$ cat config.mk
export PLATFORM = sky130hd
export DESIGN_NAME = sot_top
export DESIGN_NICKNAME = d
export VERILOG_FILES = /design/src/sot_pkg.sv /design/src/sot_top.sv
export VERILOG_INCLUDE_DIRS = /design/src
export SDC_FILE = /design/constraint.sdc
export NUM_CORES = 1
export LEC_CHECK = 0
export ABC_AREA = 1
export BUFFER_PORTS_ARGS = -buffer_cell sky130_fd_sc_hd__buf_2
export CAP_MARGIN = 25
export CORE_MARGIN = 1
export CORE_UTILIZATION = 53
export CTS_CLUSTER_DIAMETER = 100
export DETAILED_ROUTE_END_ITERATION = 10
export PLACE_DENSITY = 0.92
export SYNTH_ARGS = -nofsm -noshare
export SYNTH_HDL_FRONTEND = slang
export SYNTH_SLANG_ARGS = --single-unit
export TNS_END_PERCENT = 100
$ cat constraint.sdc
create_clock -name pclk -period 3.1 [get_ports pclk]
set_input_delay 0.31 -clock pclk [delete_from_list [all_inputs] [get_ports pclk]]
set_output_delay 0.31 -clock pclk [all_outputs]
set_load 0.02 [all_outputs]
$ cat src/sot_cfg.svh
// offsets, field positions, reset values and counts of the
// system option block; assumes inclusion by sot_pkg and sot_top
`ifndef SOT_CFG_SVH
`define SOT_CFG_SVH

// ----------------------------------------------------------------
// register map
// ----------------------------------------------------------------
`define SOT_ADDR_W       8
`define SOT_OFF_OPTIONS  8'h04

// ----------------------------------------------------------------
// field positions of system_options
// ----------------------------------------------------------------
`define SOT_DLY_HI       31
`define SOT_DLY_LO       24
`define SOT_ACT_BIT      23
`define SOT_SEL_HI       22
`define SOT_SEL_LO       20
`define SOT_BUS_CLOCK_OUT_ENABLE_BIT    19
`define SOT_DIV_HI       18
`define SOT_DIV_LO       16
`define SOT_UART_TX_MODULATION_ENABLE_BIT    15
`define SOT_SYNC_BIT     14
`define SOT_RESET_PIN_ENABLE_BIT    2
`define SOT_NMI_PIN_ENABLE_BIT     1

// ----------------------------------------------------------------
// reset values and codes
// ----------------------------------------------------------------
`define SOT_RST_DLY      8'h00
`define SOT_RST_SEL      3'h0
`define SOT_RST_DIV      3'h0
`define SOT_RST_RESET_PIN_ENABLE    1'b1
`define SOT_RST_NMI_PIN_ENABLE     1'b1
`define SOT_SEL_T2_INIT  3'h2
`define SOT_SEL_T2_MATCH 3'h3
`define SOT_PRE_W        7

`endif

$ cat src/sot_pkg.sv
// types of the system option and trigger routing block
// assumes sot_cfg.svh on the include path
`include "sot_cfg.svh"

package sot_pkg;

    // ------------------------------------------------------------
    // trigger sources, bit order matches converter_trigger_select
    // ------------------------------------------------------------
    typedef struct packed {
        logic comparator1;
        logic comparator0;
        logic pit_ch1_overflow;
        logic pit_ch0_overflow;
        logic pwm_timer2_match;
        logic pwm_timer2_init;
        logic pwm_timer0_init;
        logic rtc_overflow;
    } sot_trig_src_t;

    // ------------------------------------------------------------
    // delay counter states
    // ------------------------------------------------------------
    typedef enum logic [1:0] {
        SOT_IDLE  = 2'b01,
        SOT_COUNT = 2'b10
    } sot_dly_st_t;

    // ------------------------------------------------------------
    // whole state of sot_top
    // ------------------------------------------------------------
    typedef struct packed {
        logic [7:0]            dly_mod;
        logic [2:0]            trig_sel;
        logic                  clk_oe_cfg;
        logic [2:0]            clk_div;
        logic                  tx_mod_en;
        logic                  rst_pin_en;
        logic                  nmi_en;
        logic                  once_lock;
        sot_dly_st_t           st;
        logic [7:0]            cnt;
        logic [`SOT_PRE_W-1:0] pre;
        logic [7:0]            prev;
        logic                  adc_trig;
        logic                  clk_lvl;
        logic                  clk_oe;
        logic                  tx_pin;
        logic                  sync;
        logic                  pready;
        logic                  pslverr;
        logic [31:0]           prdata;
    } sot_state_t;

endpackage

$ cat src/sot_top.sv
// system option register with converter trigger routing, trigger
// delay, bus clock output, transmit modulation and pwm sync pulse
// assumes an apb master on pclk; all peer signals are pclk logic
//
// Function
// RL1 - Reset-pin and nmi enable bits accept only the first write after reset.
// RL2 - Bits 31..24 hold the 8-bit delay modulo, 0 to 255 ticks.
// RL3 - The delay counter is one-shot: starts on a timer-2 trigger, stops at the modulo.
// RL4 - The delay counter ticks at the rate chosen by the clock divider field.
// RL5 - Bit 23 reads 1 while a timer-2 trigger is being delayed, else 0.
// RL6 - Bits 22..20 pick one of eight converter trigger sources.
// RL7 - The converter trigger fires only on a rising edge of the source.
// RL8 - Only codes 010 and 011 pass through the delay; others go straight.
// RL9 - Bit 19 enables the bus clock on the clock output pin.
// RL10 - Bits 18..16 divide the output clock by 1, 2, 4 ... 128.
// RL11 - Bit 15 modulates the uart transmit line with timer-0 channel 0.
// RL12 - Writing 1 to bit 14 issues a pwm sync trigger to timer 2.
// RL13 - The sync trigger is one pclk pulse per write of 1.
`timescale 1ns/100ps
`include "sot_cfg.svh"

module sot_top (
    // clock and reset
    input  wire logic                     pclk,
    input  wire logic                     presetn,
    // apb slave
    input  wire logic                     psel,
    input  wire logic                     penable,
    input  wire logic                     pwrite,
    input  wire logic [`SOT_ADDR_W-1:0]   paddr,
    input  wire logic [31:0]              pwdata,
    output logic                          pready,
    output logic                          pslverr,
    output logic [31:0]                   prdata,
    // trigger sources and converter trigger
    input  sot_pkg::sot_trig_src_t        trig_src,
    output logic                          adc_hw_trigger,
    // clock output pin
    output logic                          clock_output_port_pin,
    output logic                          clock_output_oe,
    // uart transmit path
    input  wire logic                     uart_transmit_output,
    input  wire logic                     pwm_timer0_ch0,
    output logic                          uart_tx_pin,
    // timer 2 sync, pin enables and delay status
    output logic                          pwm_sync_request,
    output logic                          reset_pin_enable,
    output logic                          nmi_pin_enable,
    output logic                          trigger_delay_active
);
    import sot_pkg::*;

    // ------------------------------------------------------------
    // helpers
    // ------------------------------------------------------------
    // low-bit mask of the prescaler for a divider code
    function automatic logic [`SOT_PRE_W-1:0] sot_mask(
        input logic [2:0] code
    );
        logic [7:0] m;
        m = (8'h01 << code) - 8'h01;
        return m[`SOT_PRE_W-1:0];
    endfunction

    // true when the code routes through the delay counter
    function automatic logic sot_is_dly(input logic [2:0] code);
        return (code == `SOT_SEL_T2_INIT) ||
               (code == `SOT_SEL_T2_MATCH);
    endfunction

    localparam sot_state_t SOT_RST = '{
        dly_mod:    `SOT_RST_DLY,
        trig_sel:   `SOT_RST_SEL,
        clk_div:    `SOT_RST_DIV,
        rst_pin_en: `SOT_RST_RESET_PIN_ENABLE,
        nmi_en:     `SOT_RST_NMI_PIN_ENABLE,
        st:         SOT_IDLE,
        default:    '0
    };

    sot_state_t              q;
    sot_state_t              n;
    logic [7:0]              src;
    logic [7:0]              rise;
    logic [31:0]             rd_val;
    logic [`SOT_PRE_W-1:0]   msk;
    logic                    tick;
    logic                    hit;
    logic                    acc;
    logic                    wr;
    logic                    dly_on;
    logic                    dly_edge;
    logic                    fire;

    assign src  = trig_src;
    assign rise = src & ~q.prev;
    assign msk  = sot_mask(q.clk_div);
    assign tick = (q.pre & msk) == msk;
    assign hit  = paddr == `SOT_OFF_OPTIONS;
    assign acc  = psel & penable & ~q.pready;
    assign wr   = psel & penable & q.pready & pwrite & hit;
    assign dly_on   = sot_is_dly(q.trig_sel);
    assign dly_edge = (q.trig_sel == `SOT_SEL_T2_INIT) ?
                      rise[`SOT_SEL_T2_INIT] : rise[`SOT_SEL_T2_MATCH];

    // ------------------------------------------------------------
    // read image
    // ------------------------------------------------------------
    always_comb begin
        rd_val = 32'h0000_0000;
        rd_val[`SOT_DLY_HI:`SOT_DLY_LO] = q.dly_mod;
        rd_val[`SOT_ACT_BIT]            = q.st == SOT_COUNT;
        rd_val[`SOT_SEL_HI:`SOT_SEL_LO] = q.trig_sel;
        rd_val[`SOT_BUS_CLOCK_OUT_ENABLE_BIT]          = q.clk_oe_cfg;
        rd_val[`SOT_DIV_HI:`SOT_DIV_LO] = q.clk_div;
        rd_val[`SOT_UART_TX_MODULATION_ENABLE_BIT]          = q.tx_mod_en;
        rd_val[`SOT_RESET_PIN_ENABLE_BIT]          = q.rst_pin_en;
        rd_val[`SOT_NMI_PIN_ENABLE_BIT]           = q.nmi_en;
    end

    // ------------------------------------------------------------
    // next state
    // ------------------------------------------------------------
    always_comb begin
        n      = q;
        fire   = 1'b0;
        n.pre  = q.pre + `SOT_PRE_W'(1);
        n.prev = src;

        // two-cycle apb answer, error on unmapped address
        n.pready  = acc;
        n.pslverr = acc & ~hit;
        n.prdata  = (acc & hit & ~pwrite) ? rd_val : 32'h0000_0000;

        n.sync = 1'b0;
        if (wr) begin
            n.dly_mod    = pwdata[`SOT_DLY_HI:`SOT_DLY_LO]; // RL2
            n.trig_sel   = pwdata[`SOT_SEL_HI:`SOT_SEL_LO]; // RL6
            n.clk_oe_cfg = pwdata[`SOT_BUS_CLOCK_OUT_ENABLE_BIT];
            n.clk_div    = pwdata[`SOT_DIV_HI:`SOT_DIV_LO];
            n.tx_mod_en  = pwdata[`SOT_UART_TX_MODULATION_ENABLE_BIT];
            n.sync       = pwdata[`SOT_SYNC_BIT]; // RL12 RL13
            if (!q.once_lock) begin
                n.rst_pin_en = pwdata[`SOT_RESET_PIN_ENABLE_BIT]; // RL1
                n.nmi_en     = pwdata[`SOT_NMI_PIN_ENABLE_BIT]; // RL1
                n.once_lock  = 1'b1; // RL1
            end
        end

        // one-shot trigger delay
        unique case (q.st)
            SOT_IDLE: begin
                if (dly_on && dly_edge) begin
                    n.cnt = 8'h00;
                    if (q.dly_mod == 8'h00) begin
                        fire = 1'b1;
                    end else begin
                        n.st = SOT_COUNT; // RL3
                    end
                end
            end
            SOT_COUNT: begin
                if (tick) begin // RL4
                    n.cnt = q.cnt + 8'h01;
                    if (n.cnt == q.dly_mod) begin
                        fire = 1'b1;
                        n.st = SOT_IDLE; // RL3
                    end
                end
            end
            default: begin
                n.st = SOT_IDLE;
            end
        endcase

        // converter trigger selection
        n.adc_trig = dly_on ? fire : rise[q.trig_sel]; // RL7 RL8

        // clock output divider
        n.clk_oe  = q.clk_oe_cfg; // RL9
        n.clk_lvl = q.clk_oe_cfg && (q.clk_div != 3'h0) &&
                    n.pre[q.clk_div - 3'h1]; // RL10

        // transmit modulation, carrier fills the low bits
        n.tx_pin = q.tx_mod_en ?
                   (uart_transmit_output | pwm_timer0_ch0) :
                   uart_transmit_output; // RL11
    end

    always_ff @(posedge pclk or negedge presetn) begin
        if (!presetn) begin
            q <= SOT_RST;
        end else begin
            q <= n;
        end
    end

    // ------------------------------------------------------------
    // outputs
    // ------------------------------------------------------------
    assign pready               = q.pready;
    assign pslverr              = q.pslverr;
    assign prdata               = q.prdata;
    assign adc_hw_trigger       = q.adc_trig;
    assign clock_output_oe      = q.clk_oe;
    // undivided code gates pclk itself, other codes a flop
    assign clock_output_port_pin = q.clk_oe &
        ((q.clk_div == 3'h0) ? pclk : q.clk_lvl); // RL10
    assign uart_tx_pin          = q.tx_pin;
    assign pwm_sync_request     = q.sync;
    assign reset_pin_enable     = q.rst_pin_en;
    assign nmi_pin_enable       = q.nmi_en;
    assign trigger_delay_active = q.st == SOT_COUNT; // RL5
endmodule

# [Word level (Yosys, flattened, before mapping)]
# Cells that the tools add are included.
[word_totals] wordCells=87 out_inout_bits=42 input_bits=55 reg_bits=83
[classes] reduce_logical=11 n_lt_le_gt_ge=2 bitwise=17 n_addsub=4 eq_ne=11 shift=1 mux=21
[ops] cell="$mux W32" n=1
[ops] cell="$mux W10" n=2
[ops] cell="$pmux W8 S2" n=1
[ops] cell="$mux W1" n=11
[ops] cell="$and A1 B1 Y1" n=9
[ops] cell="$add A8 B1 Y8 const B" n=1
[ops] cell="$and A8 B8 Y8" n=1
[ops] cell="$eq A8 B3 Y1 const B" n=1
[ops] cell="$eq A8 B8 Y1" n=1
[ops] cell="$logic_not A8 Y1" n=1
[ops] cell="$lt A3 B4 Y1 const B" n=2
[ops] cell="$not A8 Y8" n=1
[ops] cell="$add A7 B1 Y7 const B" n=1
[ops] cell="$and A7 B7 Y7" n=1
[ops] cell="$eq A7 B7 Y1" n=1
[ops] cell="$shl A1 B3 Y7 const A" n=1
[ops] cell="$sub A7 B1 Y7 const B" n=1
[ops] cell="$bmux W1 S3" n=2
[ops] cell="$eq A3 B2 Y1 const B" n=2
[ops] cell="$mux W2" n=2
[ops] cell="$ne A2 B1 Y1 const B" n=2
[ops] cell="$ne A2 B2 Y1 const B" n=2
[ops] cell="$not A1 Y1" n=4
[ops] cell="$pmux W2 S2" n=1
[ops] cell="other kinds (13)" n=15

# [Longest topological paths before layout]
# Gate-level depths: netlist of the first run.
[depth] ltp_word=7 depth_mapped=17 ltp_nobuf=17

==> results of run 1 <==
==> path summary, 6_finish.rpt <==
kind                                            from         endpoint  cells after the start
worst min register to register                 n[36]  clock_output_oe                      0
worst min-delay path                         presetn       prdata[17]                      2
worst max-delay path                           q[68]            q[61]                     17
max in group asynchronous                    presetn       prdata[29]                      2
min in group pclk               uart_transmit_output      uart_tx_pin                      2
worst max register to register                 q[68]            q[61]                     17
==> cells by family (layout without fill, tap and decap cells) <==
family	Yosys count	in the layout
buffers and inverters	92	152
other	1	13
AOI/OAI and AO/OA	47	47
xor gates and xnor gates	8	8
DFF	70	70
and+or+nand+nor	208	208
adders and majority gates	10	10
==> what timing repair did <==
| item | in CTS | in global routing |
|---|---|---|
| setup endpoints to repair | 0 | 0 |
| gates resized for setup | 0 | 0 |
| endpoints found under the hold margin | 8 | 0 |
| hold buffers | 8 | 0 |
==> final cells by class <==
type	count	area [um2]	share of cell area, %
flip-flops and latches	70	1760	41.4
multi-input cells	286	1470	34.8
inverters	54	220	5.19
well taps	96	120	2.83
clock inverters	6	62.6	1.48
clock buffers	14	174	4.10
repair buffers	78	433	10.2
==> routing by layer <==
metal	wire length, um	track usage [%]
met2	4090	40.5
met1	3260	27.1
met5	0	0
met4	240	14.2
met3	497	7.03
==> power groups by stage <==
| stage | Sequential [W] | Clock [W] | Combinational (W) |
|---|---|---|---|
| detailed placement | 0.000997 | 0.000000712 | 0.000373 |
| global placement | 0.000992 | 0.000000712 | 0.000349 |
| global route | 0.000982 | 0.000868 | 0.000427 |
| CTS | 0.000979 | 0.000821 | 0.000387 |
| finish | 0.000980 | 0.000815 | 0.000388 |
| floorplan | 0.000992 | 0.000000500 | 0.000275 |
==> cells in the final DEF, fill, tap and decap left out, types with 2 or more instances in the layout <==
cell type	count
clkinv_4	3
dfstp_2	3
a21oi_1	7
nor2_1	46
nand3b_1	5
nand2_4	4
o22ai_1	3
o21ai_2	5
buf_2	70
dlygate4sd3_1	8
nand3_1	38
xnor2_1	4
xor2_1	4
nand2_2	8
dfrtp_1	67
clkbuf_8	12
nor2_2	3
nand4_1	4
inv_1	50
ha_1	10
nor3_1	3
nand2_1	92
conb_1	13
o21ai_0	11
nor2_4	2
o21ai_1	17
clkinv_2	3
==> metrics by stage <==
stage	setup WS, ns	cell area, um2	hold WS (ns)	util [%]	cells
floorplan	0.983	3750	0.0144	-	448
global placement	0.739	3930	0.395	57.8	577
detailed placement	0.645	3930	0.416	57.8	577
CTS	0.633	4240	0.0414	62.4	604
global route	0.345	4240	0.0529	62.4	604
finish	0.570	4240	0.0209	62.4	604
==> cell usage after synthesis (2+ instances only) <==
cell	count
nand2_1	92
dfrtp_1	67
inv_1	50
nor2_1	46
nand3_1	38
buf_4	32
o21ai_1	17
o21ai_0	11
ha_1	10
nand2_2	8
a21oi_1	7
nand3b_1	5
o21ai_2	5
buf_6	4
nand2_4	4
nand4_1	4
xnor2_1	4
xor2_1	4
dfstp_2	3
nor2_2	3
nor3_1	3
o22ai_1	3
nor2_4	2
==> sequential cells by signal, summed over array words and instances (netlist names) <==
register,count
clock_output_oe,1
adc_hw_trigger,1
pwm_sync_request,1
pslverr,1
nmi_pin_enable,1
q,42
reset_pin_enable,1
n,1
prdata,19
pready,1
uart_tx_pin,1
==> metrics, run 1 <==
Crit Path Class reg2reg; worst-path cell chain inv_1 > ha_1 > nand2_4 > ha_1 > inv_1 > nand2_1 > nand2_1 > o21ai_1 > inv_1 > nand2_1 > inv_2 > nand3_2 > nand2_4 > nand2_4 > inv_6 > nand2_2 > o21ai_2; Nets 568; Die Span Y 85.7 um; # setup viols final 0; pin count of the biggest net entering global routing a little over 70; Final Hold Violating Endpoints 0; GR Util All Layers 24.0%; TNS Setup 0 ns; internal power about 0.0015 W; Final Max Tran Viols 0; Initial Util 54.6%; maxcap violations 0; GR Overflow Total 0; Worst Skew between 0.009 and 0.01 ns; Post-Synth XOR/XNOR Area ~1.9%; maximum clock frequency just under 0.4 GHz; Rows 30; Switching Share 30.2%; Logic pwr share 17.8%; number of enable flip-flop cells after synthesis 0; Slowest cell on crit path dfrtp_1; Ports between 90 and 100; ratio of cells with drive above 1 in the final layout approximately a quarter; vias in the first global route 3195; register area share after synthesis around 47%; initial antenna violation count 0; most common flop cell mapped by yosys dfrtp_1; cells after synthesis approximately 440; Post-Synth Simple-Gate Area roughly a quarter; CP Data Arrival Time roughly 2.9 ns; n_diodes 0; Placer Congestion roughly 0.85; DRC errors left 1; top cell type by total area after synthesis dfrtp_1; adder-cell share of the synthesized area about 3.4%; synth top area cells dfrtp_1 45%, nand2_1 9.3%, buf_4 6.5%; fin crit period approximately 2.5 ns; Worst R2R Setup Slack between 0.5 and 0.6 ns; sequential power share between 40 and 50%; largest family of logic cells by synthesized area simple AND/OR/NAND/NOR gates; first-pass detailed-route iteration total 10; outcome finished, violations left; Tcrit/Tclk final between 80% and 90%; global-route wire length before repair approximately 14000 um; crit-path max FO 9; post-synthesis area per instance around 8.5 um2; final WL 8090 um; DIE AREA 0.00734 mm2; P_leak approximately 2.3 nW; CP Buf/Inv Count 5; via count ~3100; Worst setup SP type flop; DP HPWL about 5600 um; Crit path largest cell delay about 0.52 ns; delay-heaviest family, CP simple AND/OR/NAND/NOR gates; Fillers 500; Hold WC Path Type in2async; Warnings, synthesis 0; RSZ-0062 raised after global routing no; Net Sw Power 0.000659 W; WP data required between 3 and 4 ns; Routed Antenna Nets 0; asr flop ratio synth 100%; Syn-to-layout area delta 14.3%; clock slew at reported path FFs about 0.08 ns; Die Width about 86 um; mapped cell area between 0.003 and 0.004 mm2; buffers added on ports 70; CP endpoint kind flop; post-synth top area share a little under half; WL/cell around 13 um; Skew-Pair Late Insertion Delay about 0.45 ns; Clock power frac 37.3%; CTS tree yes; worst slew pin tran 0.860 ns; Worst IR Drop VDD about 0.44 mV; core area slightly below 0.007 mm2; post-synthesis register bit count 70; Synth Area in Compound Gates around 7%; Slew headroom 42.6%; Via density just over 5; pwr/cell area roughly 500 mW/mm2; post-synthesis mux area share 0%; Starting DRT DRC Count slightly above 300; Total Power ~0.0022 W; failing checks DRC; post-CTS setup buffer count 0; count of different cell masters after synthesis 37
Note: power is estimated with default switching activity, not from simulation.
==> run 2, diff against run 1 <==
- CORE_UTILIZATION: 53 -> 48
- PLACE_DENSITY: 0.92 -> 0.89
- clock period: 3.1 -> 2.29 ns (I/O delays scaled with it)
==> metrics, run 2 (synthesis results as in run 1) <==
# setup viols final 0 (unchanged); via count 3217 (was 3140); first-pass detailed-route iteration total 5 (was 10); TNS Setup 0 ns (unchanged); pin count of the biggest net entering global routing 46 (was 71); Reg with most FFs q (unchanged); Die Span Y 89.9 um (was 85.7 um); DP HPWL 5530 um (was 5580 um); Starting DRT DRC Count 314 (was 307); Rows 31 (was 30); crit-path max FO 9 (unchanged); outcome finished, final reports clean (was finished, violations left); Crit Path Class reg2reg (unchanged); Skew-Pair Late Insertion Delay 0.47 ns (was 0.45 ns); initial antenna violation count 0 (unchanged); Via density 5.10 (was 5.20); Nets 592 (was 568); Syn-to-layout area delta 21.0% (was 14.3%); global-route wire length before repair 14700 um (was 13600 um); Routed Antenna Nets 0 (unchanged); Worst IR Drop VDD 0.506 mV (was 0.437 mV); GR Overflow Total 0 (unchanged); Crit path largest cell delay 0.41 ns (was 0.52 ns); worst-path cell chain inv_2 > ha_2 > nand2_4 > ha_1 > nand3_1 > nand2_1 > o21ai_1 > inv_1 > nand2_1 > inv_2 > nand3_2 > nand2_4 > nand2_8 > inv_6 > nand2_2 > o21ai_2 (was inv_1 > ha_1 > nand2_4 > ha_1 > inv_1 > nand2_1 > nand2_1 > o21ai_1 > inv_1 > nand2_1 > inv_2 > nand3_2 > nand2_4 > nand2_4 > inv_6 > nand2_2 > o21ai_2); core area 0.00737 mm2 (was 0.00679 mm2); Slowest cell on crit path dfrtp_1 (unchanged); Final Max Tran Viols 0 (unchanged); Initial Util 50.3% (was 54.6%); most common cell after layout, fill and taps aside nand2_1 (unchanged); n_diodes 0 (unchanged); Hold WC Path Type in2reg (was in2async); CTS tree yes (unchanged); clock slew at reported path FFs 0.07 ns (was 0.08 ns); DRC errors left 0 (was 1); vias in the first global route 3266 (was 3195); Ports 97 (unchanged); Die Width 89.9 um (was 85.7 um); GR Util All Layers 23.5% (was 24.0%); maxcap violations 0 (unchanged); maximum clock frequency 0.471 GHz (was 0.395 GHz); final WL 8650 um (was 8090 um); max reg flops 42 (unchanged); CP endpoint kind flop (unchanged); ratio of cells with drive above 1 in the final layout 23.9% (was 23.8%); DIE AREA 0.00808 mm2 (was 0.00734 mm2); Fillers 572 (was 500); WP data required 2.65 ns (was 3.44 ns); RSZ-0062 raised after global routing no (unchanged); Final Hold Violating Endpoints 0 (unchanged); pwr/cell area 653 mW/mm2 (was 515 mW/mm2); worst slew pin tran 0.587 ns (was 0.860 ns); Worst setup SP type flop (unchanged); WL/cell 13.7 um (was 13.4 um); Tcrit/Tclk final 92.7% (was 81.6%); buffers added on ports 70 (unchanged); Placer Congestion 0.876 (was 0.851); Slew headroom 60.9% (was 42.6%); fin crit period 2.12 ns (was 2.53 ns); P_leak 2.39 nW (was 2.30 nW); Worst Skew 0.0128 ns (was 0.00988 ns); CP Data Arrival Time 2.48 ns (was 2.87 ns); Total Power 0.00293 W (was 0.00218 W); most frequent cells in the layout 92 x nand2_1, 70 x buf_2, 67 x dfrtp_1 (unchanged)
## run 2: cell types whose count changed in the layout (fill, tap and decap cells not counted), sizes merged
cell / before / now
clkinv: 6 / 5
clkbuf: 13 / 14
dlygate4sd3: 8 / 29
bufinv: 1 / 0
buf: 71 / 74
clkinvlp: 0 / 1
## run 2: routing by layer
layer  share of wire (%)  vias to the layer above  global-route usage (%)
met5                   0                        -                       0
met4                 3.5                        0                    12.6
met3                 7.8                       31                    8.21
met2                  50                      158                    39.6
met1                  39                     1515                    26.2
li1                    -                     1513                       -
## run 2: path summary, 6_finish.rpt
kind | end | start | slack (ns) | cells past startpoint
worst max-delay path | q[61] | q[69] | 0.17 | 16
worst min-delay path | q[79] | pwdata[28] | 0.02 | 3
worst max register to register | q[61] | q[69] | 0.17 | 16
worst min register to register | clock_output_oe | n[36] | 0.45 | 0
max in group asynchronous | prdata[24] | presetn | 1.35 | 3
min in group asynchronous | pslverr | presetn | 0.29 | 2
## run 2: layout make-up
| type | instances | area [um2] | area share [%] |
|---|---|---|---|
| clock inverter | 5 | 35.0 | 0.781 |
| tap | 99 | 124 | 2.76 |
| inverter | 54 | 220 | 4.91 |
| multi-input combinational | 286 | 1490 | 33.1 |
| clock buffer | 15 | 188 | 4.18 |
| timing repair buffer | 102 | 678 | 15.1 |
| sequential | 70 | 1760 | 39.1 |
## run 2: worst max-delay path, delay by kind of cell, from the launching register on
kind / cells / cell delay, ns
buffers and inverters: 4 / 0.27
flip-flops: 1 / 0.41
AO/OA/AOI/OAI: 2 / 0.18
adder cells (fa/ha/maj): 2 / 0.47
AND/OR/NAND/NOR: 8 / 0.68
## run 2: report_power, final
| part | switching (W) | internal [W] | total (W) |
|---|---|---|---|
| Sequential | 0.0000372 | 0.00129 | 0.00132 |
| Clock | 0.000498 | 0.000534 | 0.00103 |
| Combinational | 0.000374 | 0.000201 | 0.000575 |
## run 2: what timing repair did
| action | 4_1_cts | 5_1_grt |
|---|---|---|
| setup endpoints to repair | 0 | 7 |
| hold buffers | 29 | 0 |
| buffers inserted | 0 | 0 |
| endpoints found under the hold margin | 49 | 0 |
| gates resized for setup | 0 | 4 |
## run 2: stage by stage
stage	utilization [%]	instances	setup WS, ns	cell area [um2]	hold slack [ns]
floorplan	-	448	0.173	3750	-0.0666
global placement	53.8	583	0.180	3970	0.247
detailed placement	53.8	583	0.115	3970	0.255
CTS	60.7	631	0.0885	4470	0.00858
global route	60.9	631	0.00549	4490	0.0199
finish	60.9	631	0.166	4490	0.0178
==> run 3, diff against run 2 <==
==> constraint.sdc (replaced) <==
create_clock -name pclk -period 2.29 [get_ports pclk]
set_input_delay 0.1145 -clock pclk [delete_from_list [all_inputs] [get_ports pclk]]
set_output_delay 0.1145 -clock pclk [all_outputs]
set_load 0.02 [all_outputs]
==> metrics, run 3 (synthesis results as in run 1) <==
maxcap violations 0 (unchanged); Worst IR Drop VDD 0.519 mV (was 0.506 mV); Fillers 571 (was 572); P_leak 2.42 nW (was 2.39 nW); Worst setup SP type flop (unchanged); Via density 5.08 (was 5.10); Tcrit/Tclk final 95.2% (was 92.7%); most frequent cells in the layout 92 x nand2_1, 70 x buf_2, 66 x dfrtp_1 (was 92 x nand2_1, 70 x buf_2, 67 x dfrtp_1); CP Data Arrival Time 2.53 ns (was 2.48 ns); WL/cell 13.7 um (about the same); Reg with most FFs q (unchanged); DRC errors left 0 (unchanged); vias in the first global route 3252 (was 3266); Skew-Pair Late Insertion Delay 0.47 ns (about the same); Placed Area 0.00395 mm2 (was 0.00397 mm2); n_diodes 0 (unchanged); Nets 599 (was 592); # setup viols final 0 (unchanged); worst slack at placement 0.0353 ns (was 0.115 ns); GR Util All Layers 22.7% (was 23.5%); Slew headroom 41.7% (was 60.9%); Hold EP pwm_sync_request (was q[79]); Final Max Tran Viols 0 (unchanged); final WL 8740 um (was 8650 um); outcome finished, final reports clean (unchanged); Hold Path Cell Cnt 5 (was 3); worst slew pin tran 0.875 ns (was 0.587 ns); hold_sp pwrite (was pwdata[28]); Crit Reg-Reg Endpoint q[54] (was q[61]); buffers added on ports 70 (unchanged); Final WS setup 0.110 ns (was 0.166 ns); Die Width 89.9 um (unchanged); CP endpoint kind flop (unchanged); Syn-to-layout area delta 23.8% (was 21.0%); core area 0.00737 mm2 (unchanged); Placer Congestion 0.878 (was 0.876); register area 0.00176 mm2 (about the same); Starting DRT DRC Count 242 (was 314); WP data required 2.64 ns (was 2.65 ns); Total Power 0.00309 W (was 0.00293 W); clock slew at reported path FFs 0.08 ns (was 0.07 ns); DP HPWL 5420 um (was 5530 um); fin crit period 2.18 ns (was 2.12 ns); Crit Path Class reg2reg (unchanged); area taken by multi-input logic gates 0.00150 mm2 (was 0.00149 mm2); DIE AREA 0.00808 mm2 (unchanged); Initial Util 50.3% (unchanged); Hold WS 0.0475 ns (was 0.0178 ns); Worst Skew 0.0101 ns (was 0.0128 ns); ratio of cells with drive above 1 in the final layout 25.2% (was 23.9%); CTS tree yes (unchanged); Rows 31 (unchanged); initial antenna violation count 0 (unchanged); Ports 97 (unchanged); GR Overflow Total 0 (unchanged); via count 3243 (was 3217); max reg flops 42 (unchanged); Die Span Y 89.9 um (unchanged); maximum clock frequency 0.459 GHz (was 0.471 GHz); Worst Reg-to-Reg Cells 15 (was 16); Final Hold Violating Endpoints 0 (unchanged); pwr/cell area 674 mW/mm2 (was 653 mW/mm2); first-pass detailed-route iteration total 5 (unchanged); Hold WC Path Type in2reg (unchanged); crit-path max FO 9 (unchanged); Worst R2R Setup Slack 0.11 ns (was 0.17 ns); global-route wire length before repair 14300 um (was 14700 um); Routed Antenna Nets 0 (unchanged); most common cell after layout, fill and taps aside nand2_1 (unchanged); TNS Setup 0 ns (unchanged); worst flop-to-flop path startpoint q[69] (unchanged); Design Area, Final 0.00459 mm2 (was 0.00449 mm2); pin count of the biggest net entering global routing 71 (was 46)
## run 3: changes by cell type in the layout (fill, tap and decap cells not counted), sizes merged
cell,previous run,this run
buf,74,78
bufinv,0,1
dlygate4sd3,29,32
clkbuf,14,13
## run 3: what timing repair did
action,4_1_cts,5_1_grt
resized for setup,1,10
hold endpoints to repair,97,0
hold buffers,32,0
setup endpoints to repair,4,10
buffers inserted,0,5
gates cloned,0,0
pin swaps,0,1
## run 3: power breakdown
part           total, W  switching [W]  internal, W  leakage [nW]
Clock           0.00118       0.000535     0.000649         0.135
Combinational  0.000587       0.000380     0.000207          1.45
Sequential      0.00132      0.0000368      0.00129         0.832
Total           0.00309       0.000951      0.00214          2.42
## run 3: metal layers
metal	track usage (%)	share of wire [%]
met4	11.7	2.5
met1	26.8	41
met2	36.5	50
met3	8.04	7.1
met5	0	0
## run 3: how the worst max path moves through the flow
stage                      from  endpoint  slack (ns)  cells past startpoint
after floorplan           q[68]     q[61]        0.17                     16
after global placement    q[68]     q[60]        0.15                     17
after detailed placement  q[68]     q[60]        0.04                     17
after CTS                 q[68]     q[60]        0.05                     17
after global routing      q[68]     q[58]       -0.01                     15
final                     q[69]     q[54]        0.11                     15
## run 3: layout make-up
cell class                 count  share of cell area (%)
clock inverter                 6                    1.50
sequential                    70                    38.3
inverter                      54                    4.96
multi-input combinational    286                    32.7
tap                           99                    2.70
clock buffer                  14                    4.01
timing repair buffer         109                    15.8
## run 3: worst max-delay path: stages, from the launching register on
cell	delay (ns)
dfrtp_1	0.42
inv_2	0.11
ha_2	0.22
nand2_1	0.07
ha_2	0.31
nor2_1	0.04
a21oi_1	0.11
o21ai_1	0.08
inv_1	0.09
nand2_1	0.10
inv_2	0.07
nand3_2	0.09
nand2_4	0.12
nand2_8	0.09
nand2_1	0.08
o21ai_1	0.07
## run 3: stage by stage
| stage | std cells | util, % |
|---|---|---|
| final | 638 | 62.3 |
| after floorplan | 448 | - |
| after detailed placement | 582 | 53.5 |
| after CTS | 633 | 61.3 |
| after global routing | 638 | 62.3 |
| after global placement | 582 | 53.5 |
